File: src/hw/spp_pkg.sv
package spp_pkg;

    // Port width and register map
    localparam int          SPP_WIDTH     = 16;
    localparam logic [7:0]  SPP_DIR_OFS   = 8'h00;
    localparam logic [7:0]  SPP_LATCH_OFS = 8'h04;
    localparam logic [7:0]  SPP_PIN_OFS   = 8'h08;

    // Reset values: all pins input, latch clear
    localparam logic [SPP_WIDTH-1:0] SPP_DIR_RST   = 16'hFFFF;
    localparam logic [SPP_WIDTH-1:0] SPP_LATCH_RST = 16'h0000;

    // Register select produced by the address decoder
    typedef enum logic [1:0] {
        SPP_SEL_DIR   = 2'h0,
        SPP_SEL_LATCH = 2'h1,
        SPP_SEL_PIN   = 2'h3,
        SPP_SEL_NONE  = 2'h2
    } spp_sel_t;

    // Bus slave states, Gray along idle -> ack
    typedef enum logic [1:0] {
        SPP_ST_IDLE = 2'h0,
        SPP_ST_ACK  = 2'h1
    } spp_bus_st_t;

    // Bundle from the peripherals sharing the pins
    typedef struct packed {
        logic [SPP_WIDTH-1:0] en;
        logic [SPP_WIDTH-1:0] drive;
        logic [SPP_WIDTH-1:0] dout;
    } spp_periph_t;

    // Bundle toward the pad ring
    typedef struct packed {
        logic [SPP_WIDTH-1:0] dout;
        logic [SPP_WIDTH-1:0] oe;
    } spp_pad_t;

    // Whole state of the port
    typedef struct packed {
        logic [SPP_WIDTH-1:0] dir_r;
        logic [SPP_WIDTH-1:0] latch_r;
        logic [SPP_WIDTH-1:0] sync1_r;
        logic [SPP_WIDTH-1:0] sync2_r;
        spp_pad_t             pad_r;
        logic [SPP_WIDTH-1:0] periph_in_r;
        logic [31:0]          prdata_r;
        logic                 pready_r;
        logic                 pslverr_r;
        spp_bus_st_t          st_r;
    } spp_state_t;

endpackage

File: src/hw/spp_port.sv
`timescale 1ns/1ps
// How it works
// - Peripheral outranks the port on shared pins
// - Per-pin muxes pick data and enable source
// - Port output never loops into peripheral input
// - Driving peripheral disables the port driver on shared pins only
// - Pin level stays readable under peripheral ownership
// - Enabled but idle peripheral lets port drive
// - Direction bit one means input
// - Reset makes every pin an input
// - Latch register reads and writes the latch
// - Pin register reads pins, writes the latch
// - Unimplemented bits read zero and stay off
// - Input-only sharing leaves the port sole driver
module spp_port
    import spp_pkg::*;
#(
    parameter logic [SPP_WIDTH-1:0] IMPL_MASK   = 16'hFFFF,
    parameter logic [SPP_WIDTH-1:0] SHARED_MASK = 16'hFFFF
) (
    // Clock, reset, enable
    input  wire logic                 mclk,
    input  wire logic                 resetn,
    input  wire logic                 ce,
    // APB slave
    input  wire logic                 psel,
    input  wire logic                 penable,
    input  wire logic                 pwrite,
    input  wire logic [7:0]           paddr,
    input  wire logic [31:0]          pwdata,
    output logic      [31:0]          prdata,
    output logic                      pready,
    output logic                      pslverr,
    // Peripherals sharing the pins
    input  wire spp_periph_t          periph,
    output logic      [SPP_WIDTH-1:0] periph_in,
    // Pads
    input  wire logic [SPP_WIDTH-1:0] pin_in,
    output spp_pad_t                  pad
);

    spp_state_t s_r;
    spp_state_t s_nxt;

    // Address decode, shared by the read and write paths
    function automatic spp_sel_t decode(input logic [7:0] a);
        case (a)
            SPP_DIR_OFS:   decode = SPP_SEL_DIR;
            SPP_LATCH_OFS: decode = SPP_SEL_LATCH;
            SPP_PIN_OFS:   decode = SPP_SEL_PIN;
            default:       decode = SPP_SEL_NONE;
        endcase
    endfunction

    // Pins a peripheral currently owns; input-only sharers never own
    function automatic logic [SPP_WIDTH-1:0] owned(input spp_periph_t p);
        owned = p.en & p.drive & SHARED_MASK & IMPL_MASK;
    endfunction

    logic [SPP_WIDTH-1:0] own;
    logic [SPP_WIDTH-1:0] port_oe;
    logic [SPP_WIDTH-1:0] wdata;
    spp_sel_t             sel;
    logic                 access;

    // Next-state logic
    always_comb begin
        s_nxt   = s_r;
        own     = owned(periph);
        sel     = decode(paddr);
        wdata   = pwdata[SPP_WIDTH-1:0] & IMPL_MASK;
        access  = psel & penable;
        port_oe = ~s_r.dir_r & IMPL_MASK;

        // Two-stage synchroniser; only stage two is used downstream
        s_nxt.sync1_r = pin_in;
        s_nxt.sync2_r = s_r.sync1_r;

        // Output muxes: peripheral data and enable first, else the port
        s_nxt.pad_r.dout = (own & periph.dout) | (~own & s_r.latch_r & IMPL_MASK);
        s_nxt.pad_r.oe   = own | (~own & port_oe);

        // Peripheral sees the pin only when the port is not driving it
        s_nxt.periph_in_r = s_r.sync2_r & ~(~own & port_oe) & IMPL_MASK;

        // Bus slave: one wait state, answer from a register
        case (s_r.st_r)
            SPP_ST_IDLE: begin
                s_nxt.pready_r  = 1'b0;
                s_nxt.pslverr_r = 1'b0;
                if (access) begin
                    s_nxt.st_r      = SPP_ST_ACK;
                    s_nxt.pready_r  = 1'b1;
                    s_nxt.pslverr_r = (sel == SPP_SEL_NONE);
                    s_nxt.prdata_r  = 32'h0000_0000;
                    if (!pwrite) begin
                        case (sel)
                            SPP_SEL_DIR:   s_nxt.prdata_r[SPP_WIDTH-1:0] =
                                               s_r.dir_r & IMPL_MASK;
                            SPP_SEL_LATCH: s_nxt.prdata_r[SPP_WIDTH-1:0] =
                                               s_r.latch_r & IMPL_MASK;
                            SPP_SEL_PIN:   s_nxt.prdata_r[SPP_WIDTH-1:0] =
                                               s_r.sync2_r & IMPL_MASK;
                            default:       s_nxt.prdata_r = 32'h0000_0000;
                        endcase
                    end
                end
            end
            SPP_ST_ACK: begin
                // Write lands on the edge where the master sees pready
                if (access && pwrite) begin
                    case (sel)
                        SPP_SEL_DIR:   s_nxt.dir_r = wdata | ~IMPL_MASK;
                        SPP_SEL_LATCH: s_nxt.latch_r = wdata;
                        SPP_SEL_PIN:   s_nxt.latch_r = wdata;
                        default:       s_nxt.latch_r = s_r.latch_r;
                    endcase
                end
                s_nxt.st_r      = SPP_ST_IDLE;
                s_nxt.pready_r  = 1'b0;
                s_nxt.pslverr_r = 1'b0;
            end
            default: begin
                s_nxt.st_r     = SPP_ST_IDLE;
                s_nxt.pready_r = 1'b0;
            end
        endcase
    end

    // State register; unimplemented direction bits held as inputs
    always_ff @(posedge mclk) begin
        if (!resetn) begin
            s_r.dir_r       <= SPP_DIR_RST;
            s_r.latch_r     <= SPP_LATCH_RST;
            s_r.sync1_r     <= '0;
            s_r.sync2_r     <= '0;
            s_r.pad_r       <= '0;
            s_r.periph_in_r <= '0;
            s_r.prdata_r    <= 32'h0000_0000;
            s_r.pready_r    <= 1'b0;
            s_r.pslverr_r   <= 1'b0;
            s_r.st_r        <= SPP_ST_IDLE;
        end else if (ce) begin
            s_r <= s_nxt;
        end
    end

    // Outputs straight from the state flops
    assign prdata    = s_r.prdata_r;
    assign pready    = s_r.pready_r;
    assign pslverr   = s_r.pslverr_r;
    assign periph_in = s_r.periph_in_r;
    assign pad       = s_r.pad_r;

endmodule // spp_port

File: config.mk
export PLATFORM = sky130hd
export DESIGN_NAME = spp_port
export DESIGN_NICKNAME = d
export VERILOG_FILES = /design/src/hw/spp_pkg.sv /design/src/hw/spp_port.sv
export SDC_FILE = /design/constraint.sdc
export NUM_CORES = 1
export LEC_CHECK = 0
export BUFFER_PORTS_ARGS = -buffer_cell sky130_fd_sc_hd__buf_4
export CORE_MARGIN = 2
export CORE_UTILIZATION = 55
export DETAILED_ROUTE_END_ITERATION = 16
export PLACE_DENSITY = 0.91
export SETUP_SLACK_MARGIN = 0.1
export SLEW_MARGIN = 5
export SYNTH_ARGS = -nofsm -noshare
export SYNTH_HDL_FRONTEND = slang
export SYNTH_SLANG_ARGS = --single-unit
export TNS_END_PERCENT = 50
File: constraint.sdc
create_clock -name mclk -period 3.35 [get_ports mclk]
set_clock_uncertainty 0.15 [all_clocks]
set_input_delay 0.1675 -clock mclk [delete_from_list [all_inputs] [get_ports mclk]]
set_output_delay 0.1675 -clock mclk [all_outputs]
set_load 0.02 [all_outputs]
==> results by group, run 1 <==
Status
  – Status: completed

Synth
  – Asr flop ratio synth: 0%
  – Avg Cell Area, Syn: 9.15 µm²
  – Top cells by count, synth: 131 x dfxtp_1, 81 x nor2_1, 80 x buf_4, 80 x mux2i_1, 64 x nand2_1
  – Post-synth EDFFs: 0
  – Ys Warns: 0
  – Leading area contributor after synthesis: dfxtp_1
  – Area share of the largest cell type after synthesis: 43.4%
  – Seq/Total Area, Yosys: 43.4%
  – Number of distinct library cells after synthesis: 31
  – Most used flip-flop cell after synthesis: dfxtp_1
  – Area contributors post-synth: dfxtp_1 43%, mux2i_1 13%, buf_4 9.9%, nor2_1 5.0%, nand2_1 4.0%
  – Yosys reg bits: 131
  – Post-Syn Instances: 660
  – Most common cell in the netlist: dfxtp_1
  – Synth Cell Area: 6040 µm²

STA
  – Worst-margin pin slew: 1.27 ns
  – Period utilisation layout: 61.5%
  – Pins Over Slew Limit: 0
  – Setup TNS: 0 ns
  – Fmax: 486 MHz
  – WHS: 0.00703 ns
  – Hold Vio Cnt, Final: 0
  – Unrepaired setup endpoints after global routing: false
  – Min cycle time layout: 2.06 ns
  – Rel. slew slack: 15.2%
  – Setup Viol. Count Final: 0
  – Final WS setup: 1.29 ns

Global route
  – Pin count of the biggest net entering global routing: 100
  – Antenna violations before repair: 0
  – Total track usage: 29.3%
  – First-pass GRT wire length: 27000 µm
  – Grt ovf: 0
  – Number of global-route vias before repair: 5438

Clock network
  – Max clock buf depth: 2
  – CTS-repair resized insts: 0
  – CTS tree: done
  – H-tree depth: 4
  – Hold Buf Count CTS: 110
  – Clk sinks: 131
  – Clock root buffer: clkbuf_8
  – Num CTS Buffers: 17
  – Setup Fix Bufs, Post-CTS: 0
  – Worst-Skew Late Latency: 0.50 ns
  – Register clock-pin slew on the reported worst setup and hold paths: 0.07 ns

Route
  – DRC: 0
  – Total wire length: 17800 µm
  – DRT Pass-1 Iters: 5
  – Routed vias: 5522
  – Routed vias/inst: 5.52
  – Post-DRT Antenna Nets: 0
  – Initial DRC count: 406
  – Average wire per cell in the routed design: 17.8 µm

Power and ir drop
  – Clock Power Share: 44.7%
  – Max VDD drop: 0.286 mV
  – Sw Pwr: 0.993 mW
  – Flop pwr share: 42.4%
  – LEAKAGE: 3.46 nW
  – Logic pwr share: 13.0%
  – Total chip power: 3.86 mW
  – Net Sw Frac: 25.7%
  – P per Cell Area: 462 nW/µm²
  – Pint: 2.87 mW

Final layout
  – Fin cells: 1000
  – Fin nets: 956
  – Fillcell total: 697
  – Layout Utilization: 77.3%
  – Final non-filler cell area: 8350 µm²
  – Layout area overhead: 38.2%
  – Layout cells sized above 1: 23.4%

Setup path
  – R2R setup slack: 1.37 ns
  – Crit Path Category: in2reg
  – CP required: 3.65 ns
  – Crit Path Max Fanout: 3
  – Reg2Reg Depth: 3
  – FF-to-FF Start: s_r[0]
  – CP delay by family, top: buffers and inverters
  – CP max-delay cell: dlygate4sd3_1
  – Cell mode on critical path: dlygate4sd3_1
  – CP startpoint: periph[24]
  – Stages on the worst setup path: 6
  – Setup crit start kind: input port
  – CP max stage delay: 0.59 ns
  – Critical path data arrival time: 2.36 ns
  – CP Capture Type: flop
  – CP Cell Sequence: dlygate4sd3_1, buf_4, nand3_1, dlygate4sd3_1, a311oi_1, dlygate4sd3_1
  – CP bufs+invs: 4

Placed design
  – Detailed placer's ending HPWL: 10400 µm
  – # port buffers: 159
  – Final Wtd Congestion: 0.851
  – Pre-CTS setup slack: 1.05 ns
  – DP Cell Count: 857
  – Placed inst area: 6690 µm²

Floorplanning
  – Die area: 11800 µm²
  – Die H: 109 µm
  – Initial core utilization: 56.0%
  – Die X: 109 µm
  – Num ports: 192
  – Row count: 38
  – Core area: 10800 µm²

Min path
  – Hold path startpoint: resetn
  – Hold path depth: 3
  – HP Class: in2reg

Flow run
  – MaxCap Viol Count: 0
state kept, by name, indices dropped and copies added, names as in the netlist:
name	cells
s_r	49
pad	32
periph_in	16
prdata	16
s_nxt	16
pready	1
pslverr	1
logic make-up after synthesis:
kind of cell	count (synthesis)	share of synthesized area, %
AND/OR/NAND/NOR	208	15.9
flip-flops	131	43.4
buffers and inverters	122	13.5
AO/OA/AOI/OAI	117	13.7
multiplexers	80	13.3
XOR/XNOR	1	0.145
other	1	0.0621
cell usage in the layout (no fill, tap or decap), drive strengths merged:
| cell | count |
|---|---|
| nor2b | 1 |
| o2bb2ai | 16 |
| clkbuf | 18 |
| a21oi | 19 |
| nand3 | 33 |
| or4 | 1 |
| diode | 1 |
| nor4 | 3 |
| inv | 5 |
| mux2i | 80 |
| nand4b | 1 |
| clkinvlp | 6 |
| or4bb | 2 |
| a211o | 1 |
| or2 | 1 |
| dfxtp | 131 |
| a31oi | 16 |
| conb | 16 |
| a22o | 16 |
| clkinv | 3 |
| xnor2 | 1 |
| dlygate4sd3 | 110 |
| and4b | 1 |
| nor2 | 81 |
| o21ai | 17 |
| buf | 163 |
| nand2 | 64 |
| nand2b | 20 |
| bufinv | 1 |
| a311oi | 16 |
| a21o | 16 |
final cells by class:
type,count,area (µm²),share of cell area (%)
clock buffers,18,428,5.13
diodes,1,2.50,0.0300
repair buffers,273,2320,27.8
inverters,1,3.75,0.0450
flip-flops and latches,131,2620,31.4
well taps,140,175,2.10
clock inverters,14,129,1.54
multi-input cells,422,2660,31.9
power by group through the flow:
stage                     sequential [mW]  clock [mW]  combinational (mW)
final                                1.64        1.72               0.500
after global routing                 1.64        1.80               0.534
after CTS                            1.63        1.73               0.482
after detailed placement             1.67           0               0.384
after global placement               1.66           0               0.372
after floorplan                      1.66           0               0.268
per-layer routing:
metal / GRT usage, % / part of all wire (%)
met1: 35.4 / 41
met2: 51.0 / 50
met3: 5.50 / 6.3
met4: 12.1 / 2.5
met5: 0 / 0
worst reg2reg max path, delay by kind of cell (launching register included):
kind | cells | cell delay [ns]
compound gates | 1 | 0.28
simple gates | 2 | 1.09
flops | 1 | 0.40
final timing paths:
kind              endpoint
max                pad[24]
min               s_r[118]
max reg2reg      prdata[4]
min reg2reg  periph_in[15]
No activity file was read; power rests on OpenSTA's default activity.
==> run 2, diff against run 1 <==
Settings changed: CORE_UTILIZATION 55 to 51, PLACE_DENSITY 0.91 to 0.86.
Clock period 3.35 ns to 1.9 ns, I/O delays scaled along.
==> run 2 against run 1 <==
Clock power is 110% higher; total power grew 92%; worst setup slack got worse by 1.2 ns; design area up 1.2%; die area up 7.6%; sequential power is 76% higher; critical endpoint is now s_r[126]; largest cell class unchanged; largest power group unchanged.
==> results by group, run 2 (synthesized netlist as in run 1, its figures left out) <==
Placed design
  – Pre-CTS setup slack: 0.0256 ns
  – Detailed placer's ending HPWL: 10500 µm
  – # port buffers: 159
  – Final Wtd Congestion: 0.888

Clock network
  – Clk sinks: 131
  – Max clock buf depth: 2
  – Clock root buffer: clkbuf_16
  – Worst-Skew Late Latency: 0.41 ns
  – H-tree depth: 4
  – Register clock-pin slew on the reported worst setup and hold paths: 0.06 ns
  – Num CTS Buffers: 17
  – CTS tree: done

STA
  – Worst-margin pin slew: 1.21 ns
  – Rel. slew slack: 19.3%
  – Setup TNS: 0 ns
  – Hold Vio Cnt, Final: 0
  – Pins Over Slew Limit: 0
  – Fmax: 549 MHz
  – Min cycle time layout: 1.82 ns
  – Final WS setup: 0.0799 ns
  – Period utilisation layout: 95.8%
  – Unrepaired setup endpoints after global routing: true
  – Setup Viol. Count Final: 0

Final layout
  – Fin nets: 949
  – Largest Register: s_r
  – Max FFs per register: 49
  – Commonest non-fill, non-tap cells in the layout: 165 x buf_4, 130 x dfxtp_1, 96 x dlygate4sd3_1, 80 x mux2i_1, 80 x nor2_1
  – FF/Latch Area: 2620 µm²
  – Leading cell type in the layout, fill and taps excluded: buf_4
  – Layout area overhead: 39.8%
  – Multi-input gate area: 2670 µm²
  – Layout cells sized above 1: 24.8%
  – Fillcell total: 759

Global route
  – Grt ovf: 0
  – Total track usage: 28.1%
  – First-pass GRT wire length: 28400 µm
  – Number of global-route vias before repair: 5656
  – Pin count of the biggest net entering global routing: 100
  – Antenna violations before repair: 1

Route
  – Total wire length: 18300 µm
  – Post-DRT Antenna Nets: 0
  – Initial DRC count: 476
  – Routed vias/inst: 5.54
  – DRT Pass-1 Iters: 5
  – Average wire per cell in the routed design: 18.4 µm
  – DRC: 0
  – Routed vias: 5528

Min path
  – Hold path startpoint: periph[43]
  – HP Class: in2reg
  – Hold path depth: 4
  – Hold EP: periph_in[11]

Floorplanning
  – Row count: 39
  – Num ports: 192
  – Die H: 113 µm
  – Initial core utilization: 52.7%
  – Core area: 11500 µm²
  – Die area: 12700 µm²
  – Die X: 113 µm

Setup path
  – Critical path data arrival time: 2.00 ns
  – Setup crit start kind: flop
  – R2R setup slack: 0.08 ns
  – Crit Path Max Fanout: 8
  – CP required: 2.08 ns
  – CP Capture Type: flop
  – Reg-to-reg endpoint: s_r[126]
  – Reg2Reg Depth: 5
  – Crit Path Category: reg2reg
  – FF-to-FF Start: s_r[0]

Status
  – Status: completed

Flow run
  – MaxCap Viol Count: 0

Power and ir drop
  – Total chip power: 7.43 mW
  – LEAKAGE: 3.51 nW
  – Max VDD drop: 0.668 mV
  – P per Cell Area: 879 nW/µm²
run 2: critical path, stage by stage (launching register included):
cell and delay (ns):
dfxtp_2 0.36, or4bb_4 0.55, nor4_4 0.14, buf_4 0.19
buf_12 0.15, mux2i_1 0.20
run 2: what timing repair did:
action                                  4_1_cts  5_1_grt
hold endpoints to repair                     84        0
gates cloned                                  0        1
endpoints found under the setup margin       21       18
buffers inserted                              0        1
gates resized for setup                       1        2
hold buffers                                 96        0
run 2: where the power goes:
group	switching, mW	internal [mW]	total, mW
Sequential	0.0549	2.83	2.89
Clock	1.29	2.38	3.67
Combinational	0.436	0.435	0.871
Total	1.78	5.65	7.43
run 2: layer usage:
metal	GRT usage, %	vias up	wire (µm)
met3	6.05	61	1290
li1	-	2569	-
met2	46.5	291	8860
met5	0	-	0
met4	15.0	0	607
met1	34.4	2607	7550
run 2: cell type report:
| class | count | area share, % |
|---|---|---|
| Tap cell | 143 | 2.12 |
| Clock buffer | 18 | 5.20 |
| Antenna cell | 2 | 0.0593 |
| Sequential cell | 131 | 31.1 |
| Timing Repair Buffer | 266 | 27.3 |
| Multi-Input combinational cell | 422 | 31.6 |
| Inverter | 1 | 0.0444 |
| Clock inverter | 14 | 2.64 |
run 2: worst max path at each step:
stage                         from         end  slack, ns  cells after the start
after floorplan           paddr[7]    s_r[122]     0.0003                      5
after global placement      s_r[0]   prdata[8]       0.11                      3
after detailed placement    s_r[0]  prdata[10]       0.03                      3
after CTS                   s_r[0]    s_r[126]       0.08                      4
after global routing        s_r[0]    s_r[126]       0.02                      5
final                       s_r[0]    s_r[126]       0.08                      5
run 2: through the flow:
stage | hold WS, ns | instances | utilization (%) | instance area, µm²
2_1_floorplan | 0.0871 | 675 | - | 6100
3_3_place_gp | 0.179 | 865 | 59.1 | 6780
3_5_place_dp | 0.188 | 865 | 59.1 | 6780
4_1_cts | 0.00483 | 993 | 73.3 | 8400
5_1_grt | 0.0400 | 996 | 73.6 | 8440
6_report | 0.0221 | 997 | 73.7 | 8450
==> run 3, diff against run 2 <==
Settings changed: CORE_UTILIZATION 51 to 46, PLACE_DENSITY 0.86 to 0.82.
Clock period 1.9 ns to 1.6 ns, I/O delays scaled along.
==> run 3 against run 2 <==
The flow now finishes with violations (setup timing); non-clock buffer count up 10; sequential share of layout area down 0.64 points; first-iteration DRC count down 11%; clock power up 4%; fmax up 1.9%; routed wire length down 3.3%; global-route usage down 4.3 points; via count down 1.6%; die area up 10%; clock-buffer cell count up 5.
==> results by group, run 3 (synthesized netlist as in run 1, its figures left out) <==
Final layout
  – Final non-filler cell area: 8630 µm²
  – FF/Latch Area: 2620 µm²
  – Fin cells: 1035
  – Multi-input gate area: 2730 µm²
  – Leading cell type in the layout, fill and taps excluded: buf_4
  – Layout cells sized above 1: 26.1%
  – Fin nets: 959
  – Largest Register: s_r
  – Commonest non-fill, non-tap cells in the layout: 170 x buf_4, 130 x dfxtp_1, 81 x dlygate4sd3_1, 80 x mux2i_1, 80 x nor2_1
  – Fillcell total: 915
  – Layout Utilization: 67.8%
  – Max FFs per register: 49
  – Layout area overhead: 42.8%

Setup path
  – Crit Path Category: reg2reg
  – Setup crit start kind: flop
  – FF-to-FF Start: s_r[0]
  – R2R setup slack: -0.19 ns
  – Crit Path Max Fanout: 8
  – Reg-to-reg endpoint: s_r[125]
  – Reg2Reg Depth: 5
  – CP required: 1.79 ns
  – Critical path data arrival time: 1.97 ns
  – CP Capture Type: flop

Route
  – Routed vias/inst: 5.25
  – DRC: 0
  – Post-DRT Antenna Nets: 0
  – Routed vias: 5438
  – DRT Pass-1 Iters: 6
  – Met3 WL: 1070 µm
  – Average wire per cell in the routed design: 17.1 µm
  – Initial DRC count: 422
  – DRT met1 WL: 7780 µm
  – Total wire length: 17700 µm
  – Uppermost layer routed: met4
  – WL met2: 8380 µm

Floorplanning
  – Die H: 119 µm
  – Core area: 12700 µm²
  – Die area: 14100 µm²
  – Num ports: 192
  – Row count: 41
  – Initial core utilization: 47.5%
  – Die X: 119 µm

Clock network
  – Num CTS Buffers: 17
  – CTS tree: done
  – Worst-Skew Late Latency: 0.42 ns
  – H-tree depth: 4
  – Clk sinks: 131
  – Max clock buf depth: 2
  – Clock root buffer: clkbuf_16
  – Register clock-pin slew on the reported worst setup and hold paths: 0.06 ns

Placed design
  – Pre-CTS setup slack: -0.216 ns
  – Final Wtd Congestion: 0.915
  – DP Cell Count: 897
  – # port buffers: 159
  – Placed inst area: 6840 µm²
  – Detailed placer's ending HPWL: 10100 µm

Min path
  – Hold path startpoint: paddr[5]
  – Hold EP: pslverr
  – HP Class: in2reg
  – Hold path depth: 4

Global route
  – Antenna violations before repair: 1
  – Number of global-route vias before repair: 5222
  – Total track usage: 23.8%
  – Pin count of the biggest net entering global routing: 100
  – First-pass GRT wire length: 26600 µm
  – Grt ovf: 0

Status
  – Status: finished, violations left
  – Failing checks: setup timing

STA
  – Rel. slew slack: 24.7%
  – Unrepaired setup endpoints after global routing: true
  – Worst-margin pin slew: 1.13 ns
  – Hold Vio Cnt, Final: 0
  – Setup Viol. Count Final: 33
  – Fmax: 560 MHz
  – Pins Over Slew Limit: 0
  – Min cycle time layout: 1.79 ns
  – Period utilisation layout: 112%
  – Final WS setup: -0.186 ns

Power and ir drop
  – LEAKAGE: 3.65 nW
  – P per Cell Area: 965 nW/µm²
  – Max VDD drop: 0.646 mV

Flow run
  – MaxCap Viol Count: 0
-- run 3: area by class of cell --
cell class / count / area share, %
Tap cell: 172 / 2.49
Sequential cell: 131 / 30.4
Timing Repair Buffer: 276 / 28.5
Clock buffer: 23 / 5.66
Clock inverter: 9 / 1.19
Multi-Input combinational cell: 422 / 31.7
Inverter: 1 / 0.0580
Antenna cell: 1 / 0.0290
-- run 3: power by group --
part           internal, mW  switching (mW)
Combinational         0.542           0.526
Sequential             3.36          0.0615
Clock                  2.45            1.39
-- run 3: layer usage --
metal / GRT usage [%] / vias up
met5: 0 / -
li1: - / 2583
met4: 10.0 / 0
met2: 38.0 / 207
met1: 30.3 / 2609
met3: 6.37 / 39
-- run 3: how the worst max path moves through the flow --
stage,slack [ns],start,end,cells after the start
final,-0.19,s_r[0],s_r[125],5
after global routing,-0.20,s_r[0],s_r[125],5
after CTS,-0.11,s_r[0],s_r[120],4
after detailed placement,-0.22,s_r[0],prdata[8],3
after global placement,-0.21,s_r[0],prdata[10],3
after floorplan,-0.28,paddr[7],s_r[122],5
-- run 3: metrics by stage --
step | setup TNS (ns) | hold WS [ns] | total power [mW]
3_5_place_dp | -8.20 | 0.171 | 4.31
2_1_floorplan | -7.64 | 0.0721 | 4.03
3_3_place_gp | -7.58 | 0.161 | 4.29
4_1_cts | -2.14 | -0.0153 | 8.31
6_report | -3.73 | 0.00556 | 8.33
5_1_grt | -5.94 | 0.0174 | 8.60
-- run 3: worst max-delay path: stages (launching register included) --
cell	delay (ns)
dfxtp_2	0.34
or4bb_4	0.54
nor4_4	0.14
buf_4	0.18
buf_12	0.14
mux2i_1	0.22
-- run 3: timing repair --
action / 4_1_cts / 5_1_grt
cloned: 0 / 2
endpoints found under the hold margin: 87 / 0
pin swaps: 1 / 18
setup buffers: 0 / 3
hold buffers: 102 / 0
resized for setup: 2 / 29
setup endpoints to repair: 48 / 63
